File: config.mk
export PLATFORM = sky130hd
export DESIGN_NAME = csr_setpoint_bank
export DESIGN_NICKNAME = d
export VERILOG_FILES = /design/src/core/csr_pkg.sv /design/src/core/csr_setpoint_bank.sv /design/src/core/csr_setpoint_reg.sv
export VERILOG_INCLUDE_DIRS = /design/src /design/src/core
export SDC_FILE = /design/constraint.sdc
export NUM_CORES = 1
export LEC_CHECK = 0
export BUFFER_PORTS_ARGS = -buffer_cell sky130_fd_sc_hd__buf_2
export CAP_MARGIN = 10
export CORE_MARGIN = 2
export CORE_UTILIZATION = 50
export DETAILED_ROUTE_END_ITERATION = 6
export PLACE_DENSITY = 0.73
export SLEW_MARGIN = 25
export SYNTH_ARGS = -nofsm -noshare
export SYNTH_HDL_FRONTEND = slang
export SYNTH_SLANG_ARGS = --single-unit
export TNS_END_PERCENT = 100
File: constraint.sdc
create_clock -name clk_in -period 2.5 [get_ports clk_in]
set_clock_uncertainty 0.05 [all_clocks]
set_input_delay 0.5 -clock clk_in [delete_from_list [all_inputs] [get_ports clk_in]]
set_output_delay 0.5 -clock clk_in [all_outputs]
set_load 0.02 [all_outputs]
File: src/core/csr_regs.svh
`ifndef CSR_REGS_SVH
`define CSR_REGS_SVH
// register subaddresses
`define CSR_ADDR_BUCK3       8'h18
`define CSR_ADDR_BUCKBOOST   8'h19
`define CSR_ADDR_BUCK2       8'h17
// field positions
`define CSR_SKIP_BIT         7
`define CSR_RSVD_BIT         6
`define CSR_VSET_MSB         5
// reset values
`define CSR_RST_BUCK3        8'h8c
`define CSR_RST_BUCKBOOST    8'hb2
`define CSR_RST_BUCK2        8'h99
// highest legal buck-boost code
`define CSR_BB_MAX_CODE      6'h34
// blanking time
`define CSR_BLANK_MS         5
`define CSR_CLK_KHZ          100000
`define CSR_BLANK_CYCLES     (`CSR_BLANK_MS * `CSR_CLK_KHZ)
`endif

File: src/core/csr_pkg.sv
package csr_pkg;
   typedef enum logic [0:0] {
      CSR_MON_ACTIVE = 1'b0,
      CSR_MON_BLANK  = 1'b1
   } csr_mon_state_t;
endpackage : csr_pkg

File: src/core/csr_setpoint_bank.sv
`timescale 1ns/100ps
`include "csr_regs.svh"
module csr_setpoint_bank
   import csr_pkg::*;
#(
   parameter int unsigned BLANK_CYCLES = `CSR_BLANK_CYCLES
) (
   // clock and reset
   input  wire logic       clk_in,
   input  wire logic       nrst_in,
   // register port
   input  wire logic       wr_en_in,
   input  wire logic       rd_en_in,
   input  wire logic [7:0] addr_in,
   input  wire logic [7:0] wdata_in,
   output logic      [7:0] rdata_out,
   output logic            rdata_valid_out,
   // password state and resistor preset
   input  wire logic       unlocked_in,
   input  wire logic       preset_valid_in,
   input  wire logic [5:0] preset_buck3_in,
   input  wire logic [5:0] preset_buckboost_in,
   // converter controls and status
   output logic      [5:0] buck3_setpoint_out,
   output logic            buck3_skip_out,
   output logic      [5:0] buckboost_setpoint_out,
   output logic            buckboost_skip_out,
   output logic      [5:0] buck2_setpoint_out,
   output logic            buck2_skip_out,
   output logic            monitor_blank_out,
   output logic            wr_rejected_out
);
   // ----------------------------------------------------------------
   // parameter checks
   // ----------------------------------------------------------------
   // zero would wrap the counter and blank for about four billion cycles
   if (BLANK_CYCLES < 1) begin : g_bad_blank
      $error("BLANK_CYCLES must be at least 1");
   end

   // ----------------------------------------------------------------
   // decode
   // ----------------------------------------------------------------
   logic hit_b3;
   logic hit_bb;
   logic hit_b2;
   logic hit_any;
   logic wr_ok;
   logic any_wr;
   logic preset_load;
   logic preset_done;
   logic [7:0] val_b3;
   logic [7:0] val_bb;
   logic [7:0] val_b2;
   logic wr_b3;
   logic wr_bb;
   logic wr_b2;
   logic [7:0] next_rdata;

   assign hit_b3 = (addr_in == `CSR_ADDR_BUCK3);
   assign hit_bb = (addr_in == `CSR_ADDR_BUCKBOOST);
   assign hit_b2 = (addr_in == `CSR_ADDR_BUCK2);
   // writes to unmapped subaddresses neither store nor blank
   assign hit_any = hit_b3 || hit_bb || hit_b2;
   // locked writes are dropped, never partially applied
   assign wr_ok  = wr_en_in && unlocked_in;
   assign any_wr = wr_ok && hit_any;
   // one write strobe per register, at most one high in a cycle
   assign wr_b3  = wr_ok && hit_b3;
   assign wr_bb  = wr_ok && hit_bb;
   assign wr_b2  = wr_ok && hit_b2;
   // limitation: a buck3 or buck-boost write in the preset cycle loses its data but still
   // blanks, so hosts should wait one cycle after reset before writing
   assign preset_load = preset_valid_in && !preset_done;

   // resistor preset taken once, first cycle it is valid after reset
   always_ff @(posedge clk_in or negedge nrst_in) begin
      if (!nrst_in) begin
         preset_done <= 1'b0;
      end else if (preset_valid_in) begin
         preset_done <= 1'b1;
      end
   end

   // ----------------------------------------------------------------
   // registers
   // ----------------------------------------------------------------
   csr_setpoint_reg #(.RESET_VAL(`CSR_RST_BUCK3)) u_buck3 (
      .clk_in         (clk_in),
      .nrst_in        (nrst_in),
      .preset_load_in (preset_load),
      .preset_code_in (preset_buck3_in),
      .wr_in          (wr_b3),
      .wdata_in       (wdata_in),
      .value_out      (val_b3)
   );

   // the host keeps codes at or below 34h and writes only while stopped
   csr_setpoint_reg #(.RESET_VAL(`CSR_RST_BUCKBOOST)) u_bb (
      .clk_in         (clk_in),
      .nrst_in        (nrst_in),
      .preset_load_in (preset_load),
      .preset_code_in (preset_buckboost_in),
      .wr_in          (wr_bb),
      .wdata_in       (wdata_in),
      .value_out      (val_bb)
   );

   // buck2 has no resistor preset
   csr_setpoint_reg #(.RESET_VAL(`CSR_RST_BUCK2)) u_buck2 (
      .clk_in         (clk_in),
      .nrst_in        (nrst_in),
      .preset_load_in (1'b0),
      .preset_code_in (6'h00),
      .wr_in          (wr_b2),
      .wdata_in       (wdata_in),
      .value_out      (val_b2)
   );

   // ----------------------------------------------------------------
   // registered outputs
   // ----------------------------------------------------------------
   // one cycle behind the register so each converter sees a clean flop
   always_ff @(posedge clk_in or negedge nrst_in) begin
      if (!nrst_in) begin
         buck3_setpoint_out     <= 6'h0c;
         buck3_skip_out         <= 1'b1;
         buckboost_setpoint_out <= 6'h32;
         buckboost_skip_out     <= 1'b1;
         buck2_setpoint_out     <= 6'h19;
         buck2_skip_out         <= 1'b1;
      end else begin
         buck3_setpoint_out     <= val_b3[`CSR_VSET_MSB:0];
         buck3_skip_out         <= val_b3[`CSR_SKIP_BIT];
         buckboost_setpoint_out <= val_bb[`CSR_VSET_MSB:0];
         buckboost_skip_out     <= val_bb[`CSR_SKIP_BIT];
         buck2_setpoint_out     <= val_b2[`CSR_VSET_MSB:0];
         buck2_skip_out         <= val_b2[`CSR_SKIP_BIT];
      end
   end

   // read mux; unmapped subaddresses return zero so probing is harmless
   always_comb begin
      case (addr_in)
         `CSR_ADDR_BUCK3:     next_rdata = val_b3;
         `CSR_ADDR_BUCKBOOST: next_rdata = val_bb;
         `CSR_ADDR_BUCK2:     next_rdata = val_b2;
         default:             next_rdata = 8'h00;
      endcase
   end

   // read data one cycle after the strobe, held until the next read
   always_ff @(posedge clk_in or negedge nrst_in) begin
      if (!nrst_in) begin
         rdata_out       <= 8'h00;
         rdata_valid_out <= 1'b0;
      end else begin
         rdata_valid_out <= rd_en_in;
         if (rd_en_in) begin
            rdata_out <= next_rdata;
         end
      end
   end

   // one-cycle pulse when a mapped write is refused while locked
   always_ff @(posedge clk_in or negedge nrst_in) begin
      if (!nrst_in) begin
         wr_rejected_out <= 1'b0;
      end else begin
         wr_rejected_out <= wr_en_in && !unlocked_in && hit_any;
      end
   end

   // ----------------------------------------------------------------
   // monitor blanking
   // ----------------------------------------------------------------
   csr_mon_state_t mon_state;
   logic [31:0]    blank_cnt;

   // a new write restarts the full interval, so the window always covers it
   // locked writes change nothing at a converter, so they do not blank
   always_ff @(posedge clk_in or negedge nrst_in) begin
      if (!nrst_in) begin
         mon_state         <= CSR_MON_ACTIVE;
         blank_cnt         <= 32'h0;
         monitor_blank_out <= 1'b0;
      end else begin
         case (mon_state)
            CSR_MON_ACTIVE: begin
               if (any_wr) begin
                  mon_state         <= CSR_MON_BLANK;
                  blank_cnt         <= BLANK_CYCLES - 1;
                  monitor_blank_out <= 1'b1;
               end
            end
            CSR_MON_BLANK: begin
               if (any_wr) begin
                  blank_cnt <= BLANK_CYCLES - 1;
               end else if (blank_cnt == 32'h0) begin
                  mon_state         <= CSR_MON_ACTIVE;
                  monitor_blank_out <= 1'b0;
               end else begin
                  blank_cnt <= blank_cnt - 32'h1;
               end
            end
            default: begin
               mon_state         <= CSR_MON_ACTIVE;
               monitor_blank_out <= 1'b0;
            end
         endcase
      end
   end
endmodule : csr_setpoint_bank

File: src/core/csr_setpoint_reg.sv
`timescale 1ns/100ps
`include "csr_regs.svh"
// one converter control register: skip bit, reserved bit 6, 6-bit set-point
module csr_setpoint_reg
   import csr_pkg::*;
#(
   parameter logic [7:0] RESET_VAL = 8'h00
) (
   // clock and reset
   input  wire logic       clk_in,
   input  wire logic       nrst_in,
   // preset load at reset release
   input  wire logic       preset_load_in,
   input  wire logic [5:0] preset_code_in,
   // write port
   input  wire logic       wr_in,
   input  wire logic [7:0] wdata_in,
   // contents
   output logic      [7:0] value_out
);
   logic skip;
   logic [5:0] code;

   // storage; a preset reaching the set-point only, skip keeps its default
   always_ff @(posedge clk_in or negedge nrst_in) begin
      if (!nrst_in) begin
         skip <= RESET_VAL[`CSR_SKIP_BIT];
         code <= RESET_VAL[`CSR_VSET_MSB:0];
      end else if (preset_load_in) begin
         code <= preset_code_in;
      end else if (wr_in) begin
         skip <= wdata_in[`CSR_SKIP_BIT];
         code <= wdata_in[`CSR_VSET_MSB:0];
      end
   end

   // bit 6 always reads zero
   assign value_out = {skip, 1'b0, code};
endmodule : csr_setpoint_reg

==> impl_metrics.json, run 1 <==
{
  "status": "finished, violations left",
  "violations": "setup timing",
  "gp_congestion": 0.787,
  "antenna_found_initial": 0,
  "ir_worst_vdd_mv": 0.372,
  "ys_seq_area_share_pct": 58.1,
  "reg2reg_depth": 6,
  "power_mw": 3.37,
  "synth_cells": 340,
  "cp-start-kind": "flip-flop",
  "worstHoldPathType": "in -> async",
  "grt_max_degree": 46,
  "drc": 0,
  "clkTransAtPathRegs_ns": 0.09,
  "num_vias": 3080,
  "yosys.area.top_type": "dfrtp_1",
  "avgRoutedWirePerCell_um": 16.1,
  "insertion_delay_ns": 0.36,
  "final_util_pct": 63.8,
  "synthArstFlopShare_pct": 100,
  "ant_nets": 0,
  "synth_edf_count": 0,
  "crit_path_frequent_cell": "or4_4",
  "r2r-end": "blank_cnt[30]$_DFFE_PN0P_",
  "dieArea_um2": 8210,
  "dp_hpwl_um": 5790,
  "required_ns": 2.69,
  "cts_tree": "built",
  "setup_violations": 1,
  "synth.area.top_cells": "dfrtp_1, dfstp_2, a21oi_1",
  "synth.distinct_cells": 47,
  "synth_top_area_share_pct": 42.7,
  "netlist_area_um2": 3750,
  "period_minus_slack_ns": 2.52,
  "tightest_slew_ns": 0.962,
  "pin_count": 66,
  "antenna_cells": 0,
  "p_leak_nw": 1.93,
  "cts.sinks": 86,
  "powerDensity_nw_per_um2": 727,
  "fin_setup_tns_ns": -0.0176,
  "dp_slack_ns": 0.0211,
  "timing.slew.headroom_pct": 35.6,
  "grt_pass1_wl_um": 14200,
  "areaGrowthSynthToFinish_pct": 23.4,
  "synth_seq_cells": 86,
  "reg2reg_from": "blank_cnt[20]$_DFFE_PN0P_",
  "r2r_setup_slack_ns": -0.02,
  "die_h_um": 90.6,
  "rsz0062_at_grt": "true",
  "min_period_over_period_pct": 101,
  "overflow": 0,
  "cpPeakStageDelay_ns": 0.54,
  "die_w_um": 90.6,
  "final_nets": 461,
  "layout_commonest_cell": "dfrtp_1",
  "cp_max_fo": 5,
  "fin_area_um2": 4630,
  "arrival_ns": 2.71,
  "dr.first_iter.drc_count": 184,
  "drive_above_1_share_pct": 35.7,
  "wl_um": 8530,
  "grt.total_usage_pct": 21.7,
  "first_global_vias": 2933,
  "clockBufferDepth": 2,
  "cp_cell_sequence": "or4_4, or4_4, or3_4, buf_4, o31ai_1, a21oi_2",
  "clock-root-buffer": "clkbuf_8",
  "end_kind": "flip-flop",
  "vias_per_cell": 5.81,
  "crit_type": "reg -> reg",
  "fillCellCount": 584,
  "htreeDepth": 3,
  "synth_nets": 375,
  "layout_common_cells": "dfrtp_1, buf_2, a21oi_1, buf_4, dfstp_2",
  "ys.flop_type": "dfrtp_1",
  "core_area_um2": 7250,
  "fin_ws_ns": -0.0176,
  "maxSlewViolCount": 0,
  "placed_area_um2": 4320,
  "clock.fmax_ghz": 0.397,
  "cap_violations": 0,
  "firstDrtPassIters": 5,
  "rows": 31,
  "start_util_pct": 51.7,
  "hold_viol": 0,
  "cts_inserted_buffers": 9,
  "yosysWarnings": 0,
  "port_buffers": 63,
  "critical-path-slowest-cell": "or4_4",
  "syn-mean-instance-area_um2": 11.0
}
-- synth_stat cells (all sizes together), types with 7 or more instances --
library cell / number
dfstp: 22
nand3: 9
or3: 12
or4: 18
nor2b: 8
o31ai: 16
mux2: 9
nand2: 17
o21ai: 15
nor4: 8
nor2: 20
a222oi: 7
dfrtp: 64
clkbuf: 13
a21oi: 46
-- critical path, delay by kind of cell, from the launching register on --
family	cells	cell delay, ns
AO/OA/AOI/OAI	2	0.43
buffers and inverters	1	0.15
flip-flops	1	0.39
AND/OR/NAND/NOR	3	1.38
-- layout make-up --
type	count	area [um^2]	area share, %
Sequential cell	86	2180	47.1
Multi-Input combinational cell	235	1520	32.8
Timing Repair Buffer	91	553	11.9
Clock buffer	10	128	2.76
Tap cell	99	124	2.67
Clock inverter	6	118	2.54
Inverter	3	11.3	0.243
-- flip-flops by register name, summed over array words and instances (netlist names), 6 cells and up --
| name | count |
|---|---|
| blank_cnt | 32 |
| buck2_setpoint_out | 6 |
| buck3_setpoint_out | 6 |
| buckboost_setpoint_out | 6 |
| rdata_out | 7 |
| u_bb.code | 6 |
| u_buck2.code | 6 |
| u_buck3.code | 6 |
-- report_power, final --
| part | internal, mW | switching (mW) | total (mW) |
|---|---|---|---|
| sequential | 1.58 | 0.154 | 1.73 |
| clock | 0.675 | 0.521 | 1.20 |
| combinational | 0.194 | 0.248 | 0.442 |
| total | 2.45 | 0.923 | 3.37 |
-- stage by stage --
stage               cells  hold WS [ns]
detailed placement    509         0.318
CTS                   528        0.0891
global route          530         0.108
finish                530        0.0782
global placement      509         0.313
floorplan             340         0.154
-- repair_timing --
action,4_1_cts,5_1_grt
pin swaps,2,1
hold endpoints to repair,0,0
setup buffers,3,2
hold buffers,0,0
setup endpoints to repair,1,10
resized for setup,0,7
-- worst max-delay path by stage --
stage | start | to | slack [ns] | cells after the start
finish | blank_cnt[20]$_DFFE_PN0P_ | blank_cnt[30]$_DFFE_PN0P_ | -0.02 | 6
global route | blank_cnt[20]$_DFFE_PN0P_ | blank_cnt[30]$_DFFE_PN0P_ | -0.10 | 6
CTS | blank_cnt[20]$_DFFE_PN0P_ | blank_cnt[30]$_DFFE_PN0P_ | 0.007 | 5
detailed placement | blank_cnt[21]$_DFFE_PN0P_ | blank_cnt[30]$_DFFE_PN0P_ | 0.02 | 5
global placement | blank_cnt[20]$_DFFE_PN0P_ | blank_cnt[30]$_DFFE_PN0P_ | 0.04 | 5
floorplan | blank_cnt[20]$_DFFE_PN0P_ | blank_cnt[30]$_DFFE_PN0P_ | -0.003 | 5
-- per-layer routing --
layer  global-route usage (%)  vias up  part of all wire [%]
li1                         -     1470                     -
met1                     30.1     1510                    44
met2                     34.1       89                    49
met3                     4.26       11                   5.2
met4                     8.21        0                   1.6
met5                        0        -                     0
-- cells by family after synthesis --
family / Yosys count / synth area share (%)
xor+xnor: 1 / 0.233
other cells: 1 / 0.0999
mux: 10 / 2.97
simple gates: 122 / 19.5
compound gates: 100 / 16.5
buf+inv: 19 / 2.23
flops: 86 / 58.1
fa+ha+maj: 1 / 0.333
Power figures use the tool's default switching activity.
==> run 2: changes to the inputs <==
--- a/config.mk
+++ b/config.mk
@@ -11,7 +11,7 @@
 export CORE_MARGIN = 2
 export CORE_UTILIZATION = 50
 export DETAILED_ROUTE_END_ITERATION = 6
-export PLACE_DENSITY = 0.73
+export PLACE_DENSITY = 0.77
 export SLEW_MARGIN = 25
 export SYNTH_ARGS = -nofsm -noshare
 export SYNTH_HDL_FRONTEND = slang
==> run 2 against run 1 <==
Effect of this change: the run now ends clean; sequential power is essentially flat; routed wire length shrank 0.54%; global-route usage grew 0.26 points; core utilization shrank 1.1 points; highest routed layer unchanged.
==> impl_metrics.json, run 2 (synthesis results as in run 1) <==
{
  "clock-root-buffer": "clkbuf_8",
  "placed_area_um2": 4330,
  "rows": 31,
  "fin_area_um2": 4550,
  "dr_wl_met3_um": 414,
  "wl_met1_um": 3830,
  "top_layer_used": "met4",
  "crit_start": "blank_cnt[20]$_DFFE_PN0P_",
  "dp_hpwl_um": 5890,
  "areaGrowthSynthToFinish_pct": 21.2,
  "start_util_pct": 51.7,
  "seq_area_um2": 2180,
  "rsz0062_at_grt": "true",
  "tightest_slew_ns": 0.960,
  "dieArea_um2": 8210,
  "insertion_delay_ns": 0.36,
  "critPathCapture": "blank_cnt[28]$_DFFE_PN0P_",
  "die_h_um": 90.6,
  "num_vias": 3063,
  "r2r-end": "blank_cnt[28]$_DFFE_PN0P_",
  "final_nets": 457,
  "clock.fmax_ghz": 0.404,
  "core_area_um2": 7250,
  "r2r_setup_slack_ns": 0.02,
  "hold_buffers": 0,
  "dr.first_iter.drc_count": 222,
  "cap_violations": 0,
  "antenna_cells": 0,
  "first_global_vias": 2973,
  "cp_max_fo": 5,
  "ir_worst_vdd_mv": 0.464,
  "firstDrtPassIters": 5,
  "htreeDepth": 3,
  "cts_tree": "built",
  "final_util_pct": 62.7,
  "reg_top3": "blank_cnt: 32 flops, rdata_out: 7 flops",
  "timing.slew.headroom_pct": 35.7,
  "arrival_ns": 2.72,
  "grt_pass1_wl_um": 14400,
  "cts_inserted_buffers": 9,
  "powerDensity_nw_per_um2": 669,
  "die_w_um": 90.6,
  "ant_nets": 0,
  "fin_cells": 526,
  "min_period_over_period_pct": 99.1,
  "vias_per_cell": 5.82,
  "wl_um": 8490,
  "cts.sinks": 86,
  "overflow": 0,
  "clkTransAtPathRegs_ns": 0.08,
  "reg2reg_from": "blank_cnt[20]$_DFFE_PN0P_",
  "layout_common_cells": "dfrtp_1, buf_2, a21oi_1, dfstp_2, buf_4",
  "drive_above_1_share_pct": 35.4,
  "crit_type": "reg -> reg",
  "largest_reg_flops": 32,
  "worstHoldPathType": "in -> async",
  "maxSlewViolCount": 0,
  "grt.total_usage_pct": 22.0,
  "multiInputGateArea_um2": 1530,
  "end_kind": "flip-flop",
  "p_leak_nw": 1.87,
  "port_buffers": 63,
  "avgRoutedWirePerCell_um": 16.1,
  "reg2reg_depth": 5,
  "gp_congestion": 0.819,
  "layout_commonest_cell": "dfrtp_1",
  "setup_violations": 0,
  "fin_setup_tns_ns": 0,
  "regMostFlops": "blank_cnt",
  "fillCellCount": 582,
  "place_inst": 509,
  "routed-wl-met2_um": 4110,
  "power_mw": 3.04,
  "drc": 0,
  "required_ns": 2.74,
  "status": "complete, no violations",
  "period_minus_slack_ns": 2.48,
  "clockBufferDepth": 2,
  "pin_count": 66,
  "grt_max_degree": 46,
  "hold_viol": 0,
  "antenna_found_initial": 0,
  "cp-start-kind": "flip-flop"
}
run 2: cell count changes in the layout (fill, tap and decap cells not counted), sizes merged:
cell,before,now
inv,5,4
buf,91,87
clkinv,0,3
clkinvlp,1,2
bufinv,3,0
run 2: worst min-delay path by stage:
stage,from,slack [ns],cells past startpoint,to
3_5_place_dp,u_buck3.skip$_DFFE_PN1P_,0.31,0,buck3_skip_out$_DFF_PN1_
6_report,nrst_in,0.06,1,blank_cnt[27]$_DFFE_PN0P_
4_1_cts,nrst_in,0.08,1,blank_cnt[27]$_DFFE_PN0P_
3_3_place_gp,u_buck2.code[4]$_DFFE_PN1P_,0.31,0,buck2_setpoint_out[4]$_DFF_PN1_
2_1_floorplan,nrst_in,0.15,0,blank_cnt[0]$_DFFE_PN0P_
5_1_grt,nrst_in,0.11,1,blank_cnt[29]$_DFFE_PN0P_
run 2: power by group:
group	switching (mW)	internal, mW	total [mW]
combinational	0.250	0.192	0.442
clock	0.506	0.366	0.871
sequential	0.151	1.58	1.73
run 2: final cells by class:
class                      count  area share, %
multi-input combinational    235           33.5
tap                           99           2.72
inverter                       3          0.248
timing repair buffer          87           11.8
sequential                    86           47.9
clock inverter                 6           1.02
clock buffer                  10           2.81
run 2: stage by stage:
stage / hold slack (ns) / setup WS, ns
after floorplan: 0.154 / -0.00286
after detailed placement: 0.315 / 0.0138
after CTS: 0.0787 / -0.00437
final: 0.0574 / 0.0237
after global routing: 0.105 / -0.0168
after global placement: 0.312 / 0.0376
run 2: worst max-delay path, stage by stage (launching register included):
cell and delay (ns):
dfrtp_1 0.39, or4_4 0.54, or4_4 0.44, or3_4 0.42, or4_1 0.43, a21oi_2 0.14
run 2: layer usage:
layer  vias to the layer above  global-route usage, %
met4                         0                   8.33
met1                      1503                   30.9
li1                       1464                      -
met5                         -                      0
met2                        83                   33.1
met3                        13                   5.51
run 2: what timing repair did:
item	4_1_cts	5_1_grt
buffers inserted	0	1
endpoints found under the setup margin	1	11
gates resized for setup	0	8
pin swaps	0	6
==> run 3: changes to the inputs <==
--- a/config.mk
+++ b/config.mk
@@ -7,11 +7,11 @@
 export NUM_CORES = 1
 export LEC_CHECK = 0
 export BUFFER_PORTS_ARGS = -buffer_cell sky130_fd_sc_hd__buf_2
-export CAP_MARGIN = 10
+export CAP_MARGIN = 20
 export CORE_MARGIN = 2
-export CORE_UTILIZATION = 50
+export CORE_UTILIZATION = 55
 export DETAILED_ROUTE_END_ITERATION = 6
-export PLACE_DENSITY = 0.77
+export PLACE_DENSITY = 0.81
 export SLEW_MARGIN = 25
 export SYNTH_ARGS = -nofsm -noshare
 export SYNTH_HDL_FRONTEND = slang
==> constraint.sdc (replaced) <==
create_clock -name clk_in -period 3.1 [get_ports clk_in]
set_clock_uncertainty 0.05 [all_clocks]
set_input_delay 0.62 -clock clk_in [delete_from_list [all_inputs] [get_ports clk_in]]
set_output_delay 0.62 -clock clk_in [all_outputs]
set_load 0.02 [all_outputs]
==> run 3 against run 2 <==
Effect of this change: sequential cell count unchanged; register-to-register slack improved by 0.40 ns; critical path depth increased by 2; cell count decreased by 6.1%; total power decreased by 19%; clock power decreased by 17%; sequential power decreased by 20%; hold slack improved by 0.17 ns; cell area decreased by 4.0%; critical path type unchanged; critical endpoint is now blank_cnt[20]$_DFFE_PN0P_; largest power group unchanged; highest routed layer unchanged.
==> impl_metrics.json, run 3 (synthesis results as in run 1) <==
{
  "grt.total_usage_pct": 22.5,
  "fin_setup_tns_ns": 0,
  "end_kind": "flip-flop",
  "whs_ns": 0.229,
  "rows": 30,
  "wl_um": 8030,
  "firstDrtPassIters": 4,
  "p_int_mw": 1.71,
  "final_nets": 444,
  "antenna_found_initial": 0,
  "regMostFlops": "blank_cnt",
  "setup_violations": 0,
  "port_buffers": 63,
  "path_buf_inv": 1,
  "p_seq_share_pct": 56.7,
  "powerDensity_nw_per_um2": 561,
  "timing.slew.headroom_pct": 57.0,
  "dr.first_iter.drc_count": 174,
  "path_delay_family": "simple AND/OR/NAND/NOR gates",
  "largest_reg_flops": 32,
  "dieArea_um2": 7500,
  "pwr-share-comb_pct": 13.7,
  "dp_hpwl_um": 5460,
  "p_switching_uw": 737,
  "cts_resized": 0,
  "ir_worst_vdd_mv": 0.290,
  "critical-path-slowest-cell": "or4_2",
  "insertion_delay_ns": 0.35,
  "status": "complete, no violations",
  "required_ns": 3.32,
  "start_util_pct": 56.2,
  "vias_per_cell": 6.15,
  "hold_buffers": 0,
  "reg_top3": "blank_cnt: 32 flops, rdata_out: 7 flops",
  "cts_inserted_buffers": 9,
  "num_vias": 3037,
  "maxSlewViolCount": 0,
  "cpPeakStageDelay_ns": 0.56,
  "die_h_um": 86.6,
  "layout_commonest_cell": "dfrtp_1",
  "post_cts_buffers": 0,
  "worstHoldPathType": "in -> async",
  "power_mw": 2.45,
  "clockBufferDepth": 2,
  "grt_pass1_wl_um": 13200,
  "reg2reg_from": "blank_cnt[0]$_DFFE_PN0P_",
  "areaGrowthSynthToFinish_pct": 16.4,
  "cap_violations": 0,
  "die_w_um": 86.6,
  "avgRoutedWirePerCell_um": 16.3,
  "tightest_slew_ns": 0.646,
  "cp-start-kind": "flip-flop",
  "drc": 0,
  "clkTransAtPathRegs_ns": 0.09,
  "hold_viol": 0,
  "gp_congestion": 0.829,
  "cp_cell_sequence": "inv_1, ha_1, nor4b_1, nand3_1, a211o_1, or4_2, a21oi_1",
  "p_leak_nw": 1.80,
  "cts_tree": "built",
  "rsz0062_at_grt": "false",
  "crit_type": "reg -> reg",
  "period_minus_slack_ns": 2.68,
  "overflow": 0,
  "ant_nets": 0,
  "crit_start": "blank_cnt[0]$_DFFE_PN0P_",
  "drive_above_1_share_pct": 32.1,
  "antenna_cells": 0,
  "core_area_um2": 6680,
  "clkPwrFrac_pct": 29.6,
  "p_sw_share_pct": 30.1,
  "min_period_over_period_pct": 86.3,
  "arrival_ns": 2.90,
  "clock-root-buffer": "clkbuf_8",
  "grt_max_degree": 52,
  "clock.fmax_ghz": 0.374,
  "cp_max_fo": 7,
  "cts.sinks": 86,
  "htreeDepth": 3,
  "layout_common_cells": "dfrtp_1, buf_2, a21oi_1, dfstp_2, nor2_1",
  "first_global_vias": 2776,
  "pin_count": 66
}
-- run 3: cell types whose count changed in the layout (fill, tap and decap cells not counted), moves of 2 or more --
cell / change
buf_12: -3
clkinv_4: -2
a21oi_1: +2
a21oi_2: -2
buf_4: -10
-- run 3: worst paths after layout --
path / endpoint / slack (ns) / cells after the start
min in group clk_in: buck2_setpoint_out[4]$_DFF_PN1_ / 0.33 / 0
hold reg to reg: buck2_setpoint_out[4]$_DFF_PN1_ / 0.33 / 0
setup reg to reg: blank_cnt[20]$_DFFE_PN0P_ / 0.42 / 7
setup / recovery: blank_cnt[20]$_DFFE_PN0P_ / 0.42 / 7
hold / removal: blank_cnt[27]$_DFFE_PN0P_ / 0.23 / 1
max in group asynchronous: buckboost_setpoint_out[1]$_DFF_PN1_ / 2.00 / 2
-- run 3: routing by layer --
| layer | vias up | track usage (%) | wire length [um] |
|---|---|---|---|
| li1 | 1432 | - | - |
| met1 | 1524 | 33.2 | 3740 |
| met2 | 68 | 34.3 | 3870 |
| met3 | 13 | 2.86 | 282 |
| met4 | 0 | 8.52 | 144 |
| met5 | - | 0 | 0 |
-- run 3: layout make-up --
class | count | area [um^2]
Sequential cell | 86 | 2180
Fill cell | 536 | 2310
Multi-Input combinational cell | 235 | 1500
Clock inverter | 7 | 56.3
Clock buffer | 9 | 124
Timing Repair Buffer | 74 | 400
Inverter | 3 | 11.3
Tap cell | 80 | 100
-- run 3: metrics by stage --
step | util, % | cell area [um^2] | std cells | setup WS, ns
finish | 65.4 | 4370 | 494 | 0.424
global route | 65.4 | 4370 | 494 | 0.185
CTS | 65.3 | 4360 | 494 | 0.459
detailed placement | 62.6 | 4180 | 478 | 0.500
global placement | 62.6 | 4180 | 478 | 0.539
floorplan | - | 3750 | 340 | 0.597
-- run 3: power by group through the flow --
stage / clock, mW / combinational [mW] / sequential, mW
3_5_place_dp: 0 / 0.336 / 1.41
3_3_place_gp: 0 / 0.323 / 1.40
2_1_floorplan: 0 / 0.182 / 1.42
5_1_grt: 0.786 / 0.381 / 1.41
4_1_cts: 0.736 / 0.338 / 1.39
6_report: 0.726 / 0.335 / 1.39
